===== src/core/aioc_pkg.sv =====
// package: constants and types for the analog i/o configuration control
package aioc_pkg;
   // number of software-writable configuration bits
   localparam int CFG_BITS = 7;
   // field positions inside the configuration word
   localparam int POS_OUT0_UNI = 0;
   localparam int POS_OUT1_UNI = 1;
   localparam int POS_OUT0_BIN = 2;
   localparam int POS_OUT1_BIN = 3;
   localparam int POS_IN_UNI = 4;
   localparam int POS_MODE_LO = 5;
   localparam int POS_MODE_HI = 6;
   // input mode field codes
   localparam logic [1:0] MODE_GROUNDED = 2'h0;
   localparam logic [1:0] MODE_SENSED = 2'h1;
   localparam logic [1:0] MODE_PAIRED = 2'h2;
   // separate config bits beyond the seven
   localparam logic RST_BUS_SEL = 1'h0;
   localparam logic RST_IN_BIN = 1'h0;
   // reset value: grounded single ended, all bipolar, two's complement
   localparam logic [6:0] RST_CFG = 7'h00;
   // channel counts per mode
   localparam logic [3:0] CHANS_SINGLE = 4'h8;
   localparam logic [3:0] CHANS_PAIRED = 4'h4;
   // negative input routing codes
   localparam logic [1:0] NEG_GROUND = 2'h0;
   localparam logic [1:0] NEG_SENSE = 2'h1;
   localparam logic [1:0] NEG_CHAN = 2'h2;
   localparam logic [1:0] NEG_BUS = 2'h3;
   // write strobe from host port link, synchronised
   localparam int SYNC_STAGES = 2;
endpackage : aioc_pkg


===== src/core/aioc_ctrl.sv =====
// analog i/o configuration control: config bits and analog routing selects
//
// Behaviour
// - seven software bits set output polarity and coding, input range and mode
// - reset: grounded single ended, all bipolar
// - each output channel has own polarity
// - each output converter has own coding
// - three modes; eight or four channels
// - paired mode uses even/odd channel pairs
// - grounded mode: negative input to ground
// - sensed mode: negative input to sense pin
// - backplane bus select, off after reset
// - bus selected: paired routing, mode ignored
// - bus selected: gain and polarity still apply
// - host port interrupt line signals acquisition
// - input range and result coding selectable
`timescale 1ns/1ps
module aioc_ctrl
   import aioc_pkg::*;
(
   // clock and reset
   input wire logic clk_sys_i,
   input wire logic rst_i,
   // configuration write from the host port link (asynchronous pins)
   input wire logic cfg_wr_i,
   input wire logic [6:0] cfg_data_i,
   input wire logic bus_sel_i,
   input wire logic in_bin_i,
   // channel select and gain from the acquisition logic
   input wire logic [2:0] chan_i,
   input wire logic [1:0] gain_i,
   // acquisition event to report to host
   input wire logic acq_done_i,
   input wire logic irq_ack_i,
   // configuration readback
   output logic [6:0] cfg_o,
   output logic backplane_analog_bus_select_o,
   output logic in_bin_o,
   // output converter settings
   output logic out0_unipolar_o,
   output logic out1_unipolar_o,
   output logic out0_binary_o,
   output logic out1_binary_o,
   // input amplifier routing
   output logic in_unipolar_o,
   output logic [1:0] in_gain_o,
   output logic [2:0] pos_chan_o,
   output logic pos_from_bus_o,
   output logic [1:0] neg_route_o,
   output logic [2:0] neg_chan_o,
   output logic input_sense_ground_pin_oe_o,
   output logic [3:0] chan_count_o,
   // host port interrupt line
   output logic host_irq_o
);
   import aioc_pkg::*;

   ////////////////////////////////////////////////////////////////////////
   // synchronisation of the host link pins

   // pin group: strobe, bus select, result coding, seven bits
   logic [9:0] pins_raw;
   logic [9:0] pins_s;
   assign pins_raw = {cfg_wr_i, bus_sel_i, in_bin_i, cfg_data_i};

   aioc_sync #(.W(10)) u_sync (
      .clk_sys_i(clk_sys_i),
      .rst_i(rst_i),
      .d_i(pins_raw),
      .q_o(pins_s)
   );

   ////////////////////////////////////////////////////////////////////////
   // state

   // whole module state in one struct
   typedef struct packed {
      logic wr_q;          // last synchronised strobe, for edge
      logic [6:0] cfg;     // seven configuration bits
      logic bus_sel;       // backplane bus routed to amplifier
      logic in_bin;        // input result coding
      logic out0_uni;
      logic out1_uni;
      logic out0_bin;
      logic out1_bin;
      logic in_uni;
      logic [1:0] gain;
      logic [2:0] pos;
      logic pos_bus;
      logic [1:0] neg;
      logic [2:0] negch;
      logic sense_oe;
      logic [3:0] count;
      logic irq;
   } aioc_state_t;

   aioc_state_t st;
   aioc_state_t next_st;

   // mode field extraction, used for the live and the next value
   function automatic logic [1:0] mode_of(input logic [6:0] c);
      mode_of = c[POS_MODE_HI:POS_MODE_LO];
   endfunction : mode_of

   // live config value after this cycle's write
   logic [6:0] cfg_now;
   logic bus_now;
   logic [1:0] mode_now;

   ////////////////////////////////////////////////////////////////////////
   // next state logic

   // routing is decoded from the freshly written value so the analog
   // path follows the write within one cycle
   always_comb begin
      next_st = st;
      next_st.wr_q = pins_s[9];
      // capture on rising strobe edge only; level held otherwise
      if (pins_s[9] && !st.wr_q) begin
         next_st.cfg = pins_s[6:0];
         next_st.bus_sel = pins_s[8];
         next_st.in_bin = pins_s[7];
      end
      cfg_now = next_st.cfg;
      bus_now = next_st.bus_sel;
      mode_now = mode_of(cfg_now);
      // output converters, independent per channel
      next_st.out0_uni = cfg_now[POS_OUT0_UNI];
      next_st.out1_uni = cfg_now[POS_OUT1_UNI];
      next_st.out0_bin = cfg_now[POS_OUT0_BIN];
      next_st.out1_bin = cfg_now[POS_OUT1_BIN];
      // range and gain always apply, bus or not
      next_st.in_uni = cfg_now[POS_IN_UNI];
      next_st.gain = gain_i;
      // defaults: grounded single ended
      next_st.pos = chan_i;
      next_st.pos_bus = 1'b0;
      next_st.neg = NEG_GROUND;
      next_st.negch = 3'h0;
      next_st.sense_oe = 1'b1;
      next_st.count = CHANS_SINGLE;
      if (bus_now) begin
         // bus pair, mode field ignored
         next_st.pos_bus = 1'b1;
         next_st.neg = NEG_BUS;
         next_st.sense_oe = 1'b0;
         next_st.count = CHANS_PAIRED;
      end else begin
         unique case (mode_now)
            MODE_GROUNDED: begin
               next_st.neg = NEG_GROUND;
            end
            MODE_SENSED: begin
               // pin is a sense input here, not ground
               next_st.neg = NEG_SENSE;
               next_st.sense_oe = 1'b0;
            end
            MODE_PAIRED: begin
               next_st.pos = {chan_i[1:0], 1'b0};
               next_st.negch = {chan_i[1:0], 1'b1};
               next_st.neg = NEG_CHAN;
               next_st.count = CHANS_PAIRED;
            end
            default: begin
               // illegal code 3: fall back to grounded single ended
               next_st.neg = NEG_GROUND;
            end
         endcase
      end
      // interrupt: set wins over acknowledge
      if (acq_done_i) begin
         next_st.irq = 1'b1;
      end else if (irq_ack_i) begin
         next_st.irq = 1'b0;
      end
   end

   ////////////////////////////////////////////////////////////////////////
   // state register

   // reset gives the shipped configuration
   always_ff @(posedge clk_sys_i or posedge rst_i) begin
      if (rst_i) begin
         st <= '0;
         st.cfg <= RST_CFG;
         st.bus_sel <= RST_BUS_SEL;
         st.in_bin <= RST_IN_BIN;
         st.count <= CHANS_SINGLE;
         st.sense_oe <= 1'b1;
      end else begin
         st <= next_st;
      end
   end

   // outputs straight from the state flip-flops
   assign cfg_o = st.cfg;
   assign backplane_analog_bus_select_o = st.bus_sel;
   assign in_bin_o = st.in_bin;
   assign out0_unipolar_o = st.out0_uni;
   assign out1_unipolar_o = st.out1_uni;
   assign out0_binary_o = st.out0_bin;
   assign out1_binary_o = st.out1_bin;
   assign in_unipolar_o = st.in_uni;
   assign in_gain_o = st.gain;
   assign pos_chan_o = st.pos;
   assign pos_from_bus_o = st.pos_bus;
   assign neg_route_o = st.neg;
   assign neg_chan_o = st.negch;
   assign input_sense_ground_pin_oe_o = st.sense_oe;
   assign chan_count_o = st.count;
   assign host_irq_o = st.irq;
endmodule : aioc_ctrl


===== src/core/aioc_sync.sv =====
// two flip-flop synchroniser for pin inputs
`timescale 1ns/1ps
module aioc_sync #(
   parameter int W = 1
) (
   // clock and reset
   input wire logic clk_sys_i,
   input wire logic rst_i,
   // data
   input wire logic [W-1:0] d_i,
   output logic [W-1:0] q_o
);
   // first stage read only by the second
   logic [W-1:0] meta;

   // plain two stage chain
   always_ff @(posedge clk_sys_i or posedge rst_i) begin
      if (rst_i) begin
         meta <= '0;
         q_o <= '0;
      end else begin
         meta <= d_i;
         q_o <= meta;
      end
   end
endmodule : aioc_sync


===== config.mk =====
export PLATFORM = sky130hd
export DESIGN_NAME = aioc_ctrl
export DESIGN_NICKNAME = d
export VERILOG_FILES = /design/src/core/aioc_pkg.sv /design/src/core/aioc_ctrl.sv /design/src/core/aioc_sync.sv
export SDC_FILE = /design/constraint.sdc
export NUM_CORES = 1
export LEC_CHECK = 0
export BUFFER_PORTS_ARGS = -buffer_cell sky130_fd_sc_hd__buf_2
export CAP_MARGIN = 5
export CORE_ASPECT_RATIO = 1.75
export CORE_MARGIN = 3
export CORE_UTILIZATION = 52
export CTS_CLUSTER_DIAMETER = 30
export DETAILED_ROUTE_END_ITERATION = 8
export PLACE_DENSITY = 0.81
export SYNTH_ARGS = -nofsm -noshare
export SYNTH_HDL_FRONTEND = slang
export SYNTH_SLANG_ARGS = --single-unit

===== constraint.sdc =====
create_clock -name clk_sys_i -period 4.35 [get_ports clk_sys_i]
set_input_delay 0.6525 -clock clk_sys_i [delete_from_list [all_inputs] [get_ports clk_sys_i]]
set_output_delay 0.6525 -clock clk_sys_i [all_outputs]
set_load 0.02 [all_outputs]

==> results of run 1 <==
final timing paths:
check | startpoint | end | slack [ps] | cells after the start
setup reg to reg | u_sync.q_o[9] | pos_chan_o[1] | 2790 | 5
max in group asynchronous | rst_i | chan_count_o[3] | 3300 | 3
hold reg to reg | u_sync.meta[7] | u_sync.q_o[7] | 350 | 0
min in group clk_sys_i | u_sync.meta[7] | u_sync.q_o[7] | 350 | 0
hold / removal | rst_i | u_sync.q_o[1] | 340 | 2
setup / recovery | input_sense_ground_pin_oe_o | input_sense_ground_pin_oe_o | 2740 | 1
stage by stage:
step / power (W) / instance area, µm² / setup slack [ps] / instances
final: 0.0008411 / 1738 / 2744 / 158
after global routing: 0.0008860 / 1738 / 2704 / 158
after CTS: 0.0008555 / 1738 / 2729 / 158
after floorplan: 0.0005873 / 1540 / 2698 / 98
after global placement: 0.0006013 / 1647 / 2820 / 150
after detailed placement: 0.0006072 / 1647 / 2770 / 150
Yosys cell counts:
cell type	count
buf_4	22
nand2b_4	1
a21o_1	1
mux2_2	7
dfstp_2	2
inv_1	6
mux2i_4	1
and2_1	2
dfrtp_1	41
conb_1	1
nand3b_1	1
o21ai_0	1
nand2_1	2
nor2_8	1
mux2_4	2
buf_2	1
and4bb_1	1
o311a_1	1
nor2b_1	1
inv_4	1
a31oi_4	1
logic make-up (layout without fill, tap and decap cells):
group / after synthesis / after routing / synth area share (%)
AND/OR/NAND/NOR: 9 / 9 / 5.212
AO/OA/AOI/OAI: 4 / 4 / 2.850
multiplexers: 10 / 10 / 8.551
buffers and inverters: 30 / 63 / 12.95
other: 1 / 2 / 0.2441
flip-flops: 43 / 43 / 70.20
area by class of cell:
cell class | count | area [µm²] | area share (%)
Timing Repair Buffer | 48 | 242.7 | 13.97
Multi-Input combinational cell | 25 | 262.8 | 15.12
Tap cell | 27 | 33.78 | 1.944
Clock inverter | 1 | 5.005 | 0.2880
Inverter | 7 | 28.78 | 1.656
Sequential cell | 43 | 1079 | 62.06
Clock buffer | 7 | 86.33 | 4.968
per-layer routing:
| metal | up-vias | routed length (µm) |
|---|---|---|
| met5 | - | 0 |
| met3 | 4 | 130 |
| met4 | 0 | 58 |
| met2 | 27 | 1226 |
| met1 | 354 | 718 |
| li1 | 345 | - |
registers in the layout, summed over array words and instances, names as in the netlist:
register / cells
host_irq_o: 1
u_sync.meta: 10
pos_chan_o: 3
backplane_analog_bus_select_o: 1
neg_chan_o: 3
in_gain_o: 2
chan_count_o: 2
neg_route_o: 1
input_sense_ground_pin_oe_o: 1
st: 1
cfg_o: 7
u_sync.q_o: 10
in_bin_o: 1
where the power goes:
part | total (W) | internal, W | switching, W
Sequential | 0.000453 | 0.000437 | 0.0000164
Clock | 0.000245 | 0.000128 | 0.000117
Combinational | 0.000143 | 0.0000532 | 0.0000894
worst reg2reg max path: stages, from the launching register on:
cell	delay, ps
dfrtp_1	420
nand2b_4	200
mux2i_4	310
inv_4	70
nor2_8	150
mux2_4	310
==> results.md, run 1 <==
- GRT Total Usage: approximately 15%
- Die Y-Extent: 77.91 µm
- Global Route met3 Usage: 4.872%
- Final Max Tran Viols: 0
- #FFs+latches synth: 43
- CP max FO: 1
- # fillers: around 210
- Routed vias/inst: 4.620
- Vias in the first global route: 804
- Worst EP required: between 3000 and 4000 ps
- Initial drt markers: 3
- Largest net degree at the start of global routing: 28
- Routing usage on met1: between 10% and 20%
- LEAKAGE: between 0.8 and 0.9 nW
- Clk pin slew, worst setup/hold paths: roughly 80 ps
- Port Buffers: 47
- Yosys cell types: 21
- Via count: 730
- GR peak layer: met2
- Pre-antenna DRT Iters: 2
- Critical path class: reg -> out
- First-pass GRT wire length: approximately 3.6 mm
- Final core utilization: a little over three fifths
- Max Cap Viol: 0
- Post-Syn Instances: just under 100
- Buf/Inv on CP: 1
- H-tree depth: 2
- RSZ-0062 raised after global routing: no
- Final #Nets: roughly 150
- Setup TNS: 0 ps
- P&R area growth vs syn: 13.11%
- Mapped Avg Cell Area: roughly 16 µm²
- CP Cell Sequence: buf_2
- Die Wd: 47.09 µm
- Antenna violations before repair: 0
- Clk Latency, worst-skew pair: ~280 ps
- CTS max path bufs: 2
- Synth top area share: 66.78%
- Crit path max-delay cell type: dfstp_2
- Grt total ovfl: 0
- Final hold violation count: 0
- Detailed Place HPWL: 1.595 mm
- Hold slack: between 300 and 400 ps
- PostCTS Resize Cnt: 0
- # IOs: 50
- CP Capture Type: output port
- VDD IR max: between 0.3 and 0.4 mV
- GR Layer Usage met2: 23.71%
- Sequential fraction of the synthesis area: around 70%
- Post-Syn Area: 1536 µm²
- Hold Buf Count CTS: 0
- DRC Markers: 0
- Clk_skew: around 8.9 ps
- CP max stage delay: between 500 and 600 ps
- Die Area: between 3000 and 4000 µm²
- Commonest non-fill, non-tap cells in the layout: buf_2, dfrtp_1, mux2_2
- Critical path's top delay family: flip-flops
- Antenna-violating nets left: 0
- Max_slew headroom: a little over three fifths
- Post-CTS setup buffer count: 0
- Max Fclk: just over 600 MHz
- Status: complete, no violations
- Core Footprint: roughly 2800 µm²
- CP arrival: between 900 and 1000 ps
- Num CTS Buffers: 5
- Root buf cell: clkbuf_8
- Yosys warning count: 0
- Most common cell after layout, fill and taps aside: buf_2
- Final Critical Period: 1606 ps
- Detailed Route WL: around 2.1 mm
- Final setup violation count: 0
- Actual slew at the worst max-slew pin: around 560 ps
- Gpl congestion: about 0.70
- Share of cells above drive strength 1: 54.20%
- Avg WL per Cell: about 14 µm
- Sink Count: 43
- # diodes: 0
- Row count: 25
- Synth area leader: dfrtp_1
- CTS tree: done
- CP startpoint kind: register
- Hold Crit Class: in -> async
- Largest cells by area after synthesis: dfrtp_1, buf_4, mux2_2
- Pwr per Cell Area: 483.9 nW/µm²
- Final period utilization: roughly 37%
- Starting Density: a little under three fifths
No activity file was read; power rests on OpenSTA's default activity.
==> run 2: changes to the inputs <==
ABC_AREA = 1   (was unset)
CORE_UTILIZATION = 48   (was 52)
PLACE_DENSITY = 0.76   (was 0.81)
clock period = 1.65 ns   (was 4.35 ns; I/O delays follow)
==> results.md, run 2 <==
- Placed Area: 1640 µm²
- Final core utilization: a little under 60%
- Clock share of power: around a third
- Initial drt markers: 11
- Setup TNS: 0 ps
- Antenna violations before repair: 0
- CP Capture Type: output port
- Routed vias/inst: 4.102
- Yosys warning count: 0
- Pwr per Cell Area: 1252 nW/µm²
- Final #Nets: about 160
- P&R area growth vs syn: 17.42%
- Num CTS Buffers: 5
- Avg WL per Cell: between 10 and 15 µm
- Final period utilization: 72.58%
- Largest net degree at the start of global routing: 29
- Die Wd: approximately 48 µm
- CP max stage delay: approximately 520 ps
- Share of cells above drive strength 1: 50.69%
- Hold Path Depth: 1
- Detailed Place HPWL: ~1.6 mm
- Hold Crit Class: in -> reg
- Hold slack: around 66 ps
- GRT Total Usage: between 10% and 20%
- Clk pin slew, worst setup/hold paths: about 70 ps
- Finished Cell Area: approximately 1800 µm²
- Antenna-violating nets left: 0
- Reg2reg setup slack: just under 500 ps
- # diodes: 0
- RR Startpoint: u_sync.q_o[9]
- CP max FO: 1
- Worst EP required: 1400 ps
- Critical path's top delay family: flip-flops
- Final Max Tran Viols: 0
- PostCTS Resize Cnt: 0
- Synth top area share: between 60 and 70%
- Crit path max-delay cell type: dfstp_2
- Largest cells by area after synthesis: dfrtp_1, buf_4, mux2_2
- Die Area: 3844 µm²
- Reg2Reg Depth: 6
- Yosys cell types: 16
- Pre-antenna DRT Iters: 3
- Sequential fraction of the synthesis area: slightly above 70%
- Clk_skew: 1.793 ps
- Int Power: about 0.0016 W
- Sink Count: 43
- Worst hold endpoint: u_sync.meta[3]
- Starting Density: approximately half
- Row count: 26
- DRC Markers: 0
- Sw frac: around a quarter
- CP arrival: about 950 ps
- Gpl congestion: 0.7363
- Grt total ovfl: 0
- Max Cap Viol: 0
- Final Critical Period: 1198 ps
- Status: complete, no violations
- #FFs+latches synth: 43
- Post-Syn Area: approximately 1500 µm²
- CTS max path bufs: 2
- Core Footprint: approximately 3000 µm²
- Most common cell in the synthesized netlist: dfrtp_1
- Vias in the first global route: roughly 810
- Synth area leader: dfrtp_1
- RR Endpoint: pos_chan_o[2]
- Clk Latency, worst-skew pair: 280 ps
- Switching Power: about 0.00056 W
- Max Fclk: 835.0 MHz
- # fillers: about 270
- LEAKAGE: around 0.94 nW
- Root buf cell: clkbuf_8
- Final setup violation count: 0
- CP startpoint kind: register
- First-pass GRT wire length: 3.512 mm
- Post-CTS setup buffer count: 0
- Most common cell after layout, fill and taps aside: buf_2
- Final hold violation count: 0
- Commonest cells post-synth: dfrtp_1, buf_4, inv_1, nand2_1, mux2_2
- CTS tree: done
- VDD IR max: 0.9419 mV
- FFs w/ async S/R, synth: 100.0%
- Buf/Inv on CP: 1
- Mapped Avg Cell Area: 13.83 µm²
- Post-Syn Instances: between 100 and 150
- EDFF count, synth: 0
- Hold Buf Count CTS: 1
- CP Cell Sequence: buf_2
- Power Total: roughly 0.0022 W
- Detailed Route WL: around 2.0 mm
- Sequential Power Share: 53.5%
- Top_reg_cell synth: dfrtp_1
- Critical path class: reg -> out
- Port Buffers: between 40 and 50
- Logic gate share of total power: 14.9%
- Hold Crit Start: cfg_data_i[3]
- RSZ-0062 raised after global routing: no
- Via count: about 760
- Die Y-Extent: about 80 µm
- Commonest non-fill, non-tap cells in the layout: buf_2, dfrtp_1, inv_1
- # IOs: 50
- H-tree depth: 2
- Levels on crit path: 1
-- run 2: cell types whose count changed in the layout (fill, tap and decap cells not counted), moves of 2 or more --
cell and change:
and2_1 -2, inv_1 +7, inv_2 +2, mux2_4 -2, nand2_1 +7, nand2_2 +4, nand3_1 +2, nand4_1 +2
-- run 2: through the flow --
| stage | std cells | worst slack (ps) |
|---|---|---|
| final | 186 | 452.4 |
| after global routing | 186 | 351.9 |
| after CTS | 186 | 435.8 |
| after detailed placement | 177 | 494.0 |
| after global placement | 177 | 549.1 |
| after floorplan | 109 | 403.1 |
-- run 2: final cells by class --
cell class	instances	area [µm²]	share of cell area [%]
multi-input cells	30	201.4	11.48
well taps	42	52.55	2.996
inverters	14	52.55	2.996
repair buffers	49	265.3	15.12
clock buffers	7	96.34	5.492
flip-flops and latches	43	1079	61.48
clock inverters	1	7.507	0.4280
-- run 2: kinds of logic (layout without fill, tap and decap cells) --
group                  after synthesis  count (layout)  share of synthesized area (%)
other                                1               2                         0.2510
and+or+nand+nor                     20              20                          7.370
AOI/OAI and AO/OA                    2               2                          1.089
buffers and inverters               36              71                          14.57
DFF                                 43              43                          72.19
muxes                                6               6                          4.522
-- run 2: worst max-delay path by stage --
stage / startpoint / end / slack, ps
after floorplan: rst_i / backplane_analog_bus_select_o / 400
after global placement: u_sync.q_o[9] / pos_chan_o[1] / 550
after detailed placement: u_sync.q_o[9] / pos_chan_o[2] / 490
after CTS: input_sense_ground_pin_oe_o / input_sense_ground_pin_oe_o / 440
after global routing: u_sync.q_o[9] / pos_chan_o[2] / 350
final: input_sense_ground_pin_oe_o / input_sense_ground_pin_oe_o / 450
-- run 2: per-layer routing --
metal	global-route usage, %	wire length (µm)	vias to the layer above
met5	0	0	-
met4	7.278	51	0
met1	13.05	666	361
met2	21.99	1166	25
li1	-	-	373
met3	6.095	120	4
-- run 2: power groups by stage --
stage | clock network (W) | registers, W | logic (W)
3_5_place_dp | 0 | 0.00120 | 0.000332
4_1_cts | 0.000730 | 0.00118 | 0.000336
5_1_grt | 0.000771 | 0.00119 | 0.000361
6_report | 0.000692 | 0.00118 | 0.000328
3_3_place_gp | 0 | 0.00119 | 0.000326
2_1_floorplan | 0 | 0.00123 | 0.000244
